==> src/core/ahp_pkg.sv <==
// constants, types and helpers shared by the host bus port and its register file
`default_nettype none
package ahp_pkg;

   // ----------------------------------------------------------------
   // bus widths
   // ----------------------------------------------------------------
   localparam int unsigned REG_W     = 8;   // host data bus width
   localparam int unsigned IDX_W     = 3;   // host register index width
   localparam int unsigned BANK_W    = 3;   // bank select field width
   localparam int unsigned FLAT_W    = 6;   // flat register number width
   localparam int unsigned NUM_BANKS = 5;   // banks reachable through the window
   localparam int unsigned SLOTS     = 7;   // banked slots per bank
   localparam int unsigned NUM_REGS  = 35;  // banked registers in total
   localparam int unsigned NUM_EVT   = 4;   // internal interrupt sources

   // ----------------------------------------------------------------
   // address map
   // ----------------------------------------------------------------
   localparam logic [IDX_W-1:0]  BANK_IDX    = 3'h2;   // bank select, seen in every bank
   localparam logic [FLAT_W-1:0] CTRL_FLAT   = 6'h00;  // bank 0, index 0
   localparam logic [FLAT_W-1:0] STATUS_FLAT = 6'h01;  // bank 0, index 1, read only

   // ----------------------------------------------------------------
   // field positions and reset values
   // ----------------------------------------------------------------
   localparam int unsigned CTRL_GPO_N  = 0;  // general purpose output level
   localparam int unsigned CTRL_RTS_N  = 1;  // request to send level
   localparam int unsigned CTRL_INT_EN = 2;  // interrupt output enable
   localparam logic [REG_W-1:0] CTRL_RST = 8'h03;  // outputs idle high, int off
   localparam logic [REG_W-1:0] REG_RST  = 8'h00;
   localparam logic [BANK_W-1:0] BANK_RST = 3'h0;
   localparam int unsigned ST_CRYSTAL = 0;  // status: crystal clock mode
   localparam int unsigned ST_EVENT   = 1;  // status: any source pending
   localparam int unsigned ST_INT     = 2;  // status: interrupt pin level
   localparam logic STRAP_CRYSTAL = 1'b0;  // request to send level that picks crystal

   // ----------------------------------------------------------------
   // types
   // ----------------------------------------------------------------
   typedef enum logic [1:0] {
      AHP_IDLE  = 2'b00,
      AHP_READ  = 2'b01,
      AHP_WRITE = 2'b10
   } ahp_state_e;

   typedef struct packed {
      logic             valid;  // one-cycle commit pulse
      logic [IDX_W-1:0] index;  // register index of the access
      logic [REG_W-1:0] data;   // byte written
   } ahp_wr_s;

   // ----------------------------------------------------------------
   // flat register number from bank and window index
   // ----------------------------------------------------------------
   function automatic logic [FLAT_W-1:0] ahp_flat(input logic [BANK_W-1:0] bank,
                                                  input logic [IDX_W-1:0]  idx);
      logic [FLAT_W-1:0] slot;
      slot = (idx < BANK_IDX) ? FLAT_W'(idx) : FLAT_W'(idx) - FLAT_W'(1);
      return FLAT_W'(bank) * FLAT_W'(SLOTS) + slot;
   endfunction

endpackage

`default_nettype wire

==> src/core/ahp_host_port.sv <==
// host bus port: strobe decoding, data bus drive, interrupt pin and clock-mode strap
`timescale 1ns/1ps
`default_nettype none

module ahp_host_port (
   // clock and reset
   input  wire  logic                        core_clk,
   input  wire  logic                        sys_rst,
   // host bus
   input  wire  logic                        cs_n,
   input  wire  logic                        rd_n,
   input  wire  logic                        wr_n,
   input  wire  logic [ahp_pkg::IDX_W-1:0]   register_index,
   input  wire  logic [ahp_pkg::REG_W-1:0]   host_data_bus_in,
   output logic       [ahp_pkg::REG_W-1:0]   host_data_bus_out,
   output logic                              host_data_bus_oe_n,
   output logic                              int_req,
   // request to send pin, input during reset
   input  wire  logic                        rts_in,
   output logic                              rts_out,
   output logic                              rts_oe_n,
   // clock source pins
   input  wire  logic                        crystal_output,
   output logic                              gpo_or_crystal_out,
   output logic                              clk_is_crystal,
   // core side
   input  wire  logic [ahp_pkg::NUM_EVT-1:0] unit_event,
   output var   ahp_pkg::ahp_wr_s            cfg_wr,
   output logic       [ahp_pkg::REG_W-1:0]   ctrl
);

   // ----------------------------------------------------------------
   // declarations
   // ----------------------------------------------------------------
   ahp_pkg::ahp_state_e              state;       // access machine
   ahp_pkg::ahp_state_e              next_state;  // its next value
   ahp_pkg::ahp_wr_s                 wr_hold;     // byte and index caught while strobe low
   logic [ahp_pkg::REG_W-1:0]        rd_value;    // selected byte, combinational
   logic [ahp_pkg::REG_W-1:0]        status;      // live status byte
   logic [ahp_pkg::BANK_W-1:0]       bank;        // current bank
   logic                             rd_act;      // read strobe qualified by select
   logic                             wr_act;      // write strobe qualified by select
   logic                             wr_end;      // write strobe window closes
   logic                             ev_any;      // some source pending

   assign rd_act = !cs_n && !rd_n;
   assign wr_act = !cs_n && !wr_n;
   assign wr_end = (state == ahp_pkg::AHP_WRITE) && !wr_act;
   assign ev_any = |unit_event;

   // ----------------------------------------------------------------
   // access machine: one access per strobe window.  the strobes are
   // taken as levels, so a strobe of any length that spans at least one
   // system clock edge yields exactly one access; both strobes low is ignored
   // ----------------------------------------------------------------
   always_comb begin
      next_state = state;
      case (state)
         ahp_pkg::AHP_IDLE: begin
            if (rd_act && !wr_act) begin
               next_state = ahp_pkg::AHP_READ;
            end else if (wr_act && !rd_act) begin
               next_state = ahp_pkg::AHP_WRITE;
            end
         end
         ahp_pkg::AHP_READ: begin
            if (!rd_act) begin
               next_state = ahp_pkg::AHP_IDLE;
            end
         end
         ahp_pkg::AHP_WRITE: begin
            if (!wr_act) begin
               next_state = ahp_pkg::AHP_IDLE;
            end
         end
         default: begin
            next_state = ahp_pkg::AHP_IDLE;
         end
      endcase
   end

   // state register
   always_ff @(posedge core_clk) begin
      if (sys_rst) begin
         state <= ahp_pkg::AHP_IDLE;
      end else begin
         state <= next_state;
      end
   end

   // ----------------------------------------------------------------
   // write capture: keep the last byte seen while the strobe is low,
   // so data that settles late in the strobe is the one stored
   // ----------------------------------------------------------------
   always_ff @(posedge core_clk) begin
      if (sys_rst) begin
         wr_hold <= '0;
      end else if (wr_act) begin
         wr_hold.index <= register_index;
         wr_hold.data  <= host_data_bus_in;
      end
   end

   // commit pulse, one cycle after the strobe window closes
   always_ff @(posedge core_clk) begin
      if (sys_rst) begin
         cfg_wr <= '0;
      end else begin
         cfg_wr.valid <= wr_end;
         cfg_wr.index <= wr_hold.index;
         cfg_wr.data  <= wr_hold.data;
      end
   end

   // ----------------------------------------------------------------
   // register file
   // ----------------------------------------------------------------
   ahp_reg_file u_regs (
      .core_clk (core_clk),
      .sys_rst  (sys_rst),
      .wr       (cfg_wr),
      .rd_index (register_index),
      .status   (status),
      .rd_value (rd_value),
      .bank     (bank),
      .ctrl     (ctrl)
   );

   // live status byte
   always_comb begin
      status                     = '0;
      status[ahp_pkg::ST_CRYSTAL] = clk_is_crystal;
      status[ahp_pkg::ST_EVENT]   = ev_any;
      status[ahp_pkg::ST_INT]     = int_req;
   end

   // ----------------------------------------------------------------
   // read path: data from a flop, so the byte is valid from the
   // second cycle of the strobe; a host that samples earlier sees the
   // undriven bus
   // ----------------------------------------------------------------
   always_ff @(posedge core_clk) begin
      if (sys_rst) begin
         host_data_bus_out <= '0;
      end else begin
         host_data_bus_out <= rd_value;
      end
   end

   // bus drive only inside a read window with select low
   assign host_data_bus_oe_n = !((state == ahp_pkg::AHP_READ) && rd_act);

   // ----------------------------------------------------------------
   // interrupt pin: level, held while a source is pending and enabled
   // ----------------------------------------------------------------
   always_ff @(posedge core_clk) begin
      if (sys_rst) begin
         int_req <= 1'b0;
      end else begin
         int_req <= ctrl[ahp_pkg::CTRL_INT_EN] && ev_any;
      end
   end

   // ----------------------------------------------------------------
   // clock-mode strap: caught by a clocked process while reset is high,
   // frozen afterwards so no register write can switch the shared pin's mode
   // ----------------------------------------------------------------
   always_ff @(posedge core_clk) begin
      if (sys_rst) begin
         clk_is_crystal <= (rts_in == ahp_pkg::STRAP_CRYSTAL);
      end
   end

   // request to send pin: input during reset, driven afterwards
   always_ff @(posedge core_clk) begin
      if (sys_rst) begin
         rts_oe_n <= 1'b1;
         rts_out  <= 1'b1;
      end else begin
         rts_oe_n <= 1'b0;
         rts_out  <= ctrl[ahp_pkg::CTRL_RTS_N];
      end
   end

   // shared pin: oscillator in crystal mode, host output otherwise
   always_ff @(posedge core_clk) begin
      if (sys_rst) begin
         gpo_or_crystal_out <= 1'b1;
      end else if (clk_is_crystal) begin
         gpo_or_crystal_out <= crystal_output;
      end else begin
         gpo_or_crystal_out <= ctrl[ahp_pkg::CTRL_GPO_N];
      end
   end
endmodule

`default_nettype wire

==> src/core/ahp_reg_file.sv <==
// banked register store behind the three-bit host window
`timescale 1ns/1ps
`default_nettype none

module ahp_reg_file (
   // clock and reset
   input  wire  logic                       core_clk,
   input  wire  logic                       sys_rst,
   // committed write
   input  wire  ahp_pkg::ahp_wr_s           wr,
   // read side
   input  wire  logic [ahp_pkg::IDX_W-1:0]  rd_index,
   input  wire  logic [ahp_pkg::REG_W-1:0]  status,
   output logic       [ahp_pkg::REG_W-1:0]  rd_value,
   // register contents
   output logic       [ahp_pkg::BANK_W-1:0] bank,
   output logic       [ahp_pkg::REG_W-1:0]  ctrl
);

   // ----------------------------------------------------------------
   // storage
   // ----------------------------------------------------------------
   logic [ahp_pkg::REG_W-1:0]  mem [ahp_pkg::NUM_REGS];  // banked registers
   logic [ahp_pkg::FLAT_W-1:0] wr_flat;                  // flat target of a write
   logic [ahp_pkg::FLAT_W-1:0] rd_flat;                  // flat target of a read
   logic                       wr_bank;                  // write hits bank select

   assign wr_flat = ahp_pkg::ahp_flat(bank, wr.index);
   assign rd_flat = ahp_pkg::ahp_flat(bank, rd_index);
   assign wr_bank = (wr.index == ahp_pkg::BANK_IDX);
   assign ctrl    = mem[ahp_pkg::CTRL_FLAT];

   // ----------------------------------------------------------------
   // bank select: out-of-range values are dropped so the window never
   // points past the last register
   // ----------------------------------------------------------------
   always_ff @(posedge core_clk) begin
      if (sys_rst) begin
         bank <= ahp_pkg::BANK_RST;
      end else if (wr.valid && wr_bank &&
                   wr.data < ahp_pkg::REG_W'(ahp_pkg::NUM_BANKS)) begin
         bank <= wr.data[ahp_pkg::BANK_W-1:0];
      end
   end

   // ----------------------------------------------------------------
   // banked registers; the status slot ignores writes
   // ----------------------------------------------------------------
   always_ff @(posedge core_clk) begin
      if (sys_rst) begin
         for (int i = 0; i < ahp_pkg::NUM_REGS; i++) begin
            mem[i] <= ahp_pkg::REG_RST;
         end
         mem[ahp_pkg::CTRL_FLAT] <= ahp_pkg::CTRL_RST;
      end else if (wr.valid && !wr_bank && wr_flat != ahp_pkg::STATUS_FLAT) begin
         mem[wr_flat] <= wr.data;
      end
   end

   // ----------------------------------------------------------------
   // read mux: bank select, live status, or stored byte
   // ----------------------------------------------------------------
   always_comb begin
      if (rd_index == ahp_pkg::BANK_IDX) begin
         rd_value = ahp_pkg::REG_W'(bank);
      end else if (rd_flat == ahp_pkg::STATUS_FLAT) begin
         rd_value = status;
      end else begin
         rd_value = mem[rd_flat];
      end
   end

endmodule

`default_nettype wire

==> config.mk <==
export PLATFORM = sky130hd
export DESIGN_NAME = ahp_host_port
export DESIGN_NICKNAME = d
export VERILOG_FILES = /design/src/core/ahp_pkg.sv /design/src/core/ahp_host_port.sv /design/src/core/ahp_reg_file.sv
export SDC_FILE = /design/constraint.sdc
export NUM_CORES = 1
export LEC_CHECK = 0
export ABC_AREA = 1
export BUFFER_PORTS_ARGS = -buffer_cell sky130_fd_sc_hd__buf_2
export CAP_MARGIN = 40
export CORE_ASPECT_RATIO = 0.5
export CORE_MARGIN = 4
export CORE_UTILIZATION = 47
export CTS_BUF_LIST = sky130_fd_sc_hd__clkbuf_4 sky130_fd_sc_hd__clkbuf_8
export CTS_CLUSTER_SIZE = 24
export DETAILED_ROUTE_END_ITERATION = 6
export GPL_ROUTABILITY_DRIVEN = 0
export PLACE_DENSITY = 0.66
export SYNTH_ARGS = -nofsm -noshare
export SYNTH_HDL_FRONTEND = slang
export SYNTH_SLANG_ARGS = --single-unit
==> constraint.sdc <==
create_clock -name core_clk -period 3.95 [get_ports core_clk]
set_input_delay 0.1975 -clock core_clk [delete_from_list [all_inputs] [get_ports core_clk]]
set_output_delay 0.1975 -clock core_clk [all_outputs]
set_load 0.05 [all_outputs]
Yosys cells after proc, flatten, opt, wreduce, memory -nomap -nowiden --
Memory sizes are Yosys's and may differ from the RTL's. Cells that the tools add are included. W data, S select, Z words.
Storage, ports and cells: register bits after elaboration 41, bits in writable memories 280, input bits 22, output and inout bits 34, word-level logic and storage cells 76, memories kept 1
Cells by class: $add $sub $neg 4, $mul 1, $lt $le $gt $ge 3, equality and inequality tests 9, multiplexer cells 19, bitwise logic cells 2, reductions and logical operators 23
Memory list:
- u_regs.mem | depth 35, width 8, read ports 2, clocked after memory_dff 0, wr ports 35, line ahp_reg_file.sv:23 | logic [ahp_pkg::REG_W-1:0] mem [ahp_pkg::NUM_REGS];
Operator list (number):
- $mux W6 | 3
- $mux W8 | 2
- $add A6 B6 Y6 | 2
- $logic_and A1 B1 Y1 | 11
- $lt A8 B3 Y1 const B | 1
- $mux W2 | 4
- $reduce_or A8 Y1 | 1
- $sub A3 B1 Y4 const B | 2
- $logic_not A1 Y1 | 7
- $mux W1 | 7
- $eq A3 B2 Y1 const B | 2
- $eq A6 B1 Y1 const B | 1
- $lt A3 B2 Y1 const B | 2
- $mul A3 B3 Y6 const B | 1
- $mux W3 | 2
- $ne A6 B1 Y1 const B | 1
- $pmux W2 S3 | 1
- $ne A2 B2 Y1 const B | 2
- $reduce_or A4 Y1 | 1
- $ne A3 B3 Y1 const B | 1
- $reduce_and A3 Y1 | 1
- $reduce_or A3 Y1 | 1
- $eq A2 B1 Y1 const B | 1
- $eq A2 B2 Y1 const B | 1
- other kinds (3) | 3

Logic depth before layout (Yosys ltp) --
Gate-level depths: netlist of run 1.
word-level depth 10, depth in mapped cells 21, depth with buffers taken out 21

Modules after synthesis --
From an unflattened synthesis of run 1, not the netlist that was laid out.
Unflattened totals: cells, all modules 2400, area total of the unflattened synthesis 24338.3 µm²
By module, submodules not included:
- ahp_reg_file | times used 1, cells each 2253, area an instance 23064.6 µm², sequential area each 15274.6 µm²
- ahp_host_port | times used 1, cells each 147, area an instance 1273.7 µm², sequential area each 770.7 µm²

Least setup slack after synthesis of run 1 --
No wires, ideal clock.
path type flip-flop to flip-flop, from register u_regs.bank[0] (netlist name), to memory u_regs.mem[16][1] (netlist name) (data pin), setup time 0.144 ns, arrival 3.998 ns, data required time 3.806 ns, setup slack -0.192 ns, cell stages (with the launch flop) 18, buffers on the path 2, clock period less this slack 4.142 ns, path through dfxtp_1 > inv_1 > fa_1 > inv_1 > ha_1 > fa_1 > nand4_1 > nand2_1 > nor2_1 > nand2_2 > nand2_2 > nor2_4 > inv_2 > nor2_1 > inv_2 > buf_2 > buf_2 > nor2_1
RTL lines:
- start: declaration | line ahp_reg_file.sv:16 | output logic [ahp_pkg::BANK_W-1:0] bank,
- start signal: assignment | line ahp_reg_file.sv:39 | bank <= ahp_pkg::BANK_RST;
- start signal: assignment | line ahp_reg_file.sv:42 | bank <= wr.data[ahp_pkg::BANK_W-1:0];
- end: declaration | line ahp_reg_file.sv:23

==> impl_metrics.yaml, run 1 <==
timing:
  slew_viol_final: 0
  fin_ws_ns: 0.136
  period_needed_ns: 3.81
  setup_viol_count_final: 0
  rsz0062_at_grt: "true"
  clock_skew_ns: 0.0299
  fin_crit_sh_pct: 96.6
  tightest_slew_ns: 0.725
  relSlewSlack_pct: 51.7
  hold_viol_final: 0
  fmax_mhz: 262
yosys:
  synth-compound-area-share_pct: 10.8
  synth-main-ff-cell: "edfxtp_1"
  synth_xor_area_share_pct: 0.330
  syn_inst: 2263
  synth_seq_cells: 553
  ys_seq_area_share_pct: 67.3
  synth_top_family_by_area: "simple AND/OR/NAND/NOR gates"
  synth_top_area_share_pct: 62.6
  synth_mux_area_share_pct: 0
  synth_edf_count: 497
  yosysWarnings: 0
  yosys.area.top_type: "edfxtp_1"
  netlist_area_um2: 23900
  netlist_top_cells_area: "edfxtp_1 63%, nor2_1 9.4%, o21ai_0 6.3%, dfxtp_1 4.7%, nand2_1 3.7%"
  yosys.area_share.simple_pct: 16.5
  synth_cell_type_count: 34
  synth_fa_ha_area_share_pct: 1.36
  avgSynthCellArea_um2: 10.5
  async_reset_ff_share_pct: 0
routing:
  wirelength_um: 68300
  detail-route-antenna-nets: 0
  num_vias: 18053
  wl_per_cell_um: 21.5
  route.detailed.drc: 0
  drt_pass1_iterations: 6
  drtIter0Drc: 2476
  via_per_inst: 5.69
placed_design:
  dp_slack_ns: 0.0598
  dp_hpwl_um: 42600
  placedCellCount: 3012
  port_buffers: 55
grt:
  grt_pass1_vias: 17223
  grt_first_pass_wirelength_um: 103000
  gr-total-overflow: 0
  grt_max_degree: 159
  grtUsageTotal_pct: 24.5
  antenna_found_initial: 1
die:
  initial_core_util_pct: 47.5
  fp.coreArea_um2: 50200
  fp.dieH_um: 167
  dieWidth_um: 327
  rows: 58
  die-area_um2: 54600
  pin_count: 56
critical_path:
  critPathSlowestCell: "fa_2"
  critPathMaxFanout: 8
  cp_data_required_time_ns: 4.31
  path_class: "flop to flop"
  cpMostUsedCell: "nand2_1"
  critPathLaunchType: "flop"
  slowest_delay_ns: 0.63
  crit_chain: "inv_1, fa_1, inv_1, ha_1, fa_2, nand3_1, nand2_1, nand2_1, nand2_2, nand2_1, nor2_1, nand2_2, nand2_2, nor2_4, inv_2, nor2_1, inv_1, nand2_1, nor2_1, buf_4"
  critical_path.top_delay_family: "adder cells"
  setup.worst_path.end_class: "flop"
  path_buf_inv: 5
  worst-endpoint-arrival_ns: 4.17
cts:
  cts_tree: "done"
  cts_buffer_depth: 3
  cts_buffers: 79
  clkTransAtPathRegs_ns: 0.07
  clock-root-buffer: "clkbuf_8"
  htree_levels: 3
  clock_latency_ns: 0.66
  clock-sinks: 553
outcome:
  status: "completed"
power_and_ir_drop:
  peakVddDrop_mv: 0.322
  cellPowerDensity_nw_per_um2: 454
  p_leak_nw: 9.90
layout:
  layout-drive-gt1-share_pct: 15.7
  synthToLayoutAreaGrowth_pct: 16.6
  final_nets: 2471
  finalNonFillerCells: 3175
hold_path:
  hold_path_class: "input pin to flop"
flow_run:
  maxCapViolations: 0
metal layers:
layer / up-vias / global-route usage (%) / wire length (um)
met2: 891 / 36.7 / 30100
met4: 0 / 8.11 / 1900
met3: 139 / 6.26 / 7130
li1: 8232 / - / -
met1: 8791 / 35.3 / 29100
met5: - / 0 / 0
through the flow:
step	total power, W	TNS [ns]	cell area (um2)	hold WS, ns	util, %
floorplan	0.00750	-28.14	23900	0.225	-
global placement	0.00801	0	25900	0.405	51.6
detailed placement	0.00801	0	25900	0.408	51.6
CTS	0.0126	0	27700	0.0931	55.2
global route	0.0131	-0.0604	27800	0.163	55.4
finish	0.0126	0	27800	0.135	55.4
area by class of cell:
| class | instances | area, um2 |
|---|---|---|
| Multi-Input combinational cell | 1492 | 7130 |
| Antenna cell | 1 | 2.50 |
| Fill cell | 4334 | 22400 |
| Clock inverter | 33 | 290 |
| Sequential cell | 553 | 16000 |
| Inverter | 81 | 309 |
| Tap cell | 690 | 863 |
| Timing Repair Buffer | 219 | 1860 |
| Clock buffer | 106 | 1310 |
worst reg2reg max path, stage by stage (launching register included):
cell	delay, ns
dfxtp_1	0.32
inv_1	0.07
fa_1	0.54
inv_1	0.04
ha_1	0.21
fa_2	0.63
nand3_1	0.11
nand2_1	0.08
nand2_1	0.06
nand2_2	0.08
nand2_1	0.05
nor2_1	0.11
nand2_2	0.09
nand2_2	0.09
nor2_4	0.07
inv_2	0.09
nor2_1	0.06
inv_1	0.32
nand2_1	0.17
nor2_1	0.13
buf_4	0.18
synth_stat cells (18+ instances only):
| cell type | number |
|---|---|
| o21ai_0 | 299 |
| nor2_1 | 596 |
| nand3_1 | 112 |
| o221ai_1 | 20 |
| edfxtp_1 | 497 |
| dfxtp_1 | 56 |
| nand2_1 | 232 |
| inv_1 | 72 |
| clkbuf_1 | 122 |
| ha_1 | 18 |
| nand2_2 | 18 |
| a21oi_1 | 57 |
| o22ai_1 | 81 |
cell families after synthesis:
group           count (synthesis)
xor+xnor                        9
buf+inv                       227
fa+ha+maj                      23
simple gates                  977
compound gates                473
other cells                     1
flops                         553
placed cells by master (no fill, tap or decap), types with 57 or more instances in the layout:
cell type,Yosys,layout
nor2_1,596,583
edfxtp_1,497,497
o21ai_0,299,299
nand2_1,232,217
buf_4,0,115
nand3_1,112,112
clkbuf_8,0,82
o22ai_1,81,81
inv_1,72,69
a21oi_1,57,57
registers in the layout (all words and copies together), names as in the netlist:
name,cells
u_regs.mem,512
wr_hold,11
host_data_bus_out,8
int_req,1
rts_out,1
state,2
rts_oe_n,1
u_regs.bank,3
gpo_or_crystal_out,1
cfg_wr,12
clk_is_crystal,1
power by group:
| group | internal [W] | switching [W] | total (W) |
|---|---|---|---|
| combinational | 0.000420 | 0.00104 | 0.00146 |
| clock | 0.00244 | 0.00224 | 0.00468 |
| sequential | 0.00645 | 0.0000466 | 0.00649 |
| total | 0.00931 | 0.00332 | 0.0126 |
timing repair:
item | in CTS | in global routing
hold buffers | 23 | 0
hold endpoints to repair | 30 | 0
buffers inserted | 0 | 0
endpoints found under the setup margin | 0 | 457
gates resized for setup | 0 | 29
worst paths after layout:
| kind | cells past startpoint | slack [ns] | start | to |
|---|---|---|---|---|
| worst min register to register | 2 | 0.42 | wr_hold[9] | cfg_wr[9] |
| worst max-delay path | 20 | 0.14 | u_regs.bank[0] | u_regs.mem[57][5] |
| worst min-delay path | 6 | 0.13 | unit_event[1] | host_data_bus_out[1] |
| worst max register to register | 20 | 0.14 | u_regs.bank[0] | u_regs.mem[57][5] |
Note: power is estimated with default switching activity, not from simulation.
==> inputs of run 2 (changes only) <==
- PLACE_DENSITY: 0.66 -> 0.64
- clock period: 3.95 -> 4.6 ns (I/O delays scaled with it)
==> impl_metrics.yaml, run 2 (synthesis gave the netlist of run 1 again) <==
routing:
  via_per_inst: 5.64
  drtIter0Drc: 2180
  route.detailed.drc: 0
  drt_pass1_iterations: 6
  num_vias: 17632
  wirelength_um: 66200
  detail-route-antenna-nets: 0
  wl_per_cell_um: 21.2
cts:
  clkTransAtPathRegs_ns: 0.07
  clock-sinks: 553
  clock_latency_ns: 0.65
  htree_levels: 3
  cts_tree: "done"
  cts_buffers: 80
  cts_buffer_depth: 3
  clock-root-buffer: "clkbuf_8"
  post-cts-setup-buffers: 0
layout:
  final_core_util_pct: 54.2
  mostFrequentLayoutCells: "588 x nor2_1, 497 x edfxtp_1, 299 x o21ai_0, 230 x nand2_1, 112 x nand3_1"
  layout-drive-gt1-share_pct: 13.5
  synthToLayoutAreaGrowth_pct: 14.0
  largest_register_ffs: 512
  top_register: "u_regs.mem"
  final_common_cell: "nor2_1"
  reg_top3: "u_regs.mem (512), cfg_wr (12), wr_hold (11)"
  final_nets: 2421
grt:
  grt_first_pass_wirelength_um: 101000
  antenna_found_initial: 1
  grt_pass1_vias: 17192
  grtUsageTotal_pct: 24.1
  grt_max_degree: 98
  gr-total-overflow: 0
timing:
  tightest_slew_ns: 0.878
  tns_ns: 0
  hold_viol_final: 0
  setup_viol_count_final: 0
  clock_skew_ns: 0.0341
  rsz0062_at_grt: "false"
  slew_viol_final: 0
  fmax_mhz: 233
  fin_crit_sh_pct: 93.3
  period_needed_ns: 4.29
  relSlewSlack_pct: 41.2
power_and_ir_drop:
  peakVddDrop_mv: 0.214
  cellPowerDensity_nw_per_um2: 397
  p_leak_nw: 9.64
placed_design:
  dp_hpwl_um: 41100
  port_buffers: 55
die:
  pin_count: 56
  initial_core_util_pct: 47.5
  rows: 58
  fp.dieH_um: 167
  dieWidth_um: 327
  die-area_um2: 54600
  fp.coreArea_um2: 50200
critical_path:
  critPathMaxFanout: 8
  cp_data_required_time_ns: 4.87
  path_class: "flop to flop"
  setup.worst_path.end_class: "flop"
  critPathLaunchType: "flop"
  worst-endpoint-arrival_ns: 4.56
flow_run:
  maxCapViolations: 0
outcome:
  status: "completed"
hold_path:
  hold_path_class: "input pin to flop"
==> run 2: critical path, cell delays in order, from the launching register on <==
cell and delay (ns):
dfxtp_1 0.38, inv_1 0.13, fa_1 0.52, inv_1 0.04, ha_1 0.20, fa_1 0.70, nand4_1 0.14, nand2_1 0.20
nor2_1 0.09, nand2_2 0.10, nand2_2 0.07, nor2_4 0.16, nand2_1 0.19, inv_1 0.12, nand2_1 0.17, nor2_1 0.72
==> run 2: metal layers <==
metal  global-route usage [%]  routed length [um]
met5                        0                   0
met4                     8.67                2070
met3                     5.70                6370
met2                     36.5               29400
met1                     34.2               28300
==> run 2: path summary, 6_finish.rpt <==
| kind | from | end | slack, ns | cells past startpoint |
|---|---|---|---|---|
| worst min-delay path | cs_n | cfg_wr[11] | 0.06 | 3 |
| worst max register to register | u_regs.bank[1] | u_regs.mem[62][0] | 0.31 | 15 |
| worst max-delay path | u_regs.bank[1] | u_regs.mem[62][0] | 0.31 | 15 |
| worst min register to register | wr_hold[8] | cfg_wr[8] | 0.42 | 2 |
==> run 2: final cells by class <==
| type | count | area, um2 |
|---|---|---|
| clock inverter | 26 | 218 |
| timing repair buffer | 168 | 1300 |
| antenna | 1 | 2.50 |
| inverter | 81 | 309 |
| clock buffer | 116 | 1400 |
| fill | 4429 | 23000 |
| multi-input combinational | 1492 | 7050 |
| tap | 690 | 863 |
| sequential | 553 | 16000 |
==> run 2: stage by stage <==
step | setup WS (ns) | hold slack [ns] | power, W | std cells | instance area [um2]
final | 0.309 | 0.0626 | 0.0108 | 3127 | 27200
after global routing | 0.00535 | 0.0729 | 0.0112 | 3127 | 27200
after CTS | 0.314 | 0.0164 | 0.0108 | 3126 | 27200
after detailed placement | 0.340 | 0.410 | 0.00685 | 2963 | 25400
after global placement | 0.430 | 0.405 | 0.00684 | 2963 | 25400
after floorplan | 0.458 | 0.258 | 0.00644 | 2272 | 23900
==> run 2: report_power, final <==
group	total, W	switching (W)	leakage, nW	internal, W
Sequential	0.00557	0.0000354	5.34	0.00554
Clock	0.00403	0.00189	0.864	0.00214
Combinational	0.00121	0.000867	3.44	0.000338
Total	0.0108	0.00279	9.64	0.00801
==> run 2: repair_timing <==
item                       CTS  global route
hold buffers                21             0
setup endpoints to repair    0            16
gates resized for setup      0             2
hold endpoints to repair    17             0
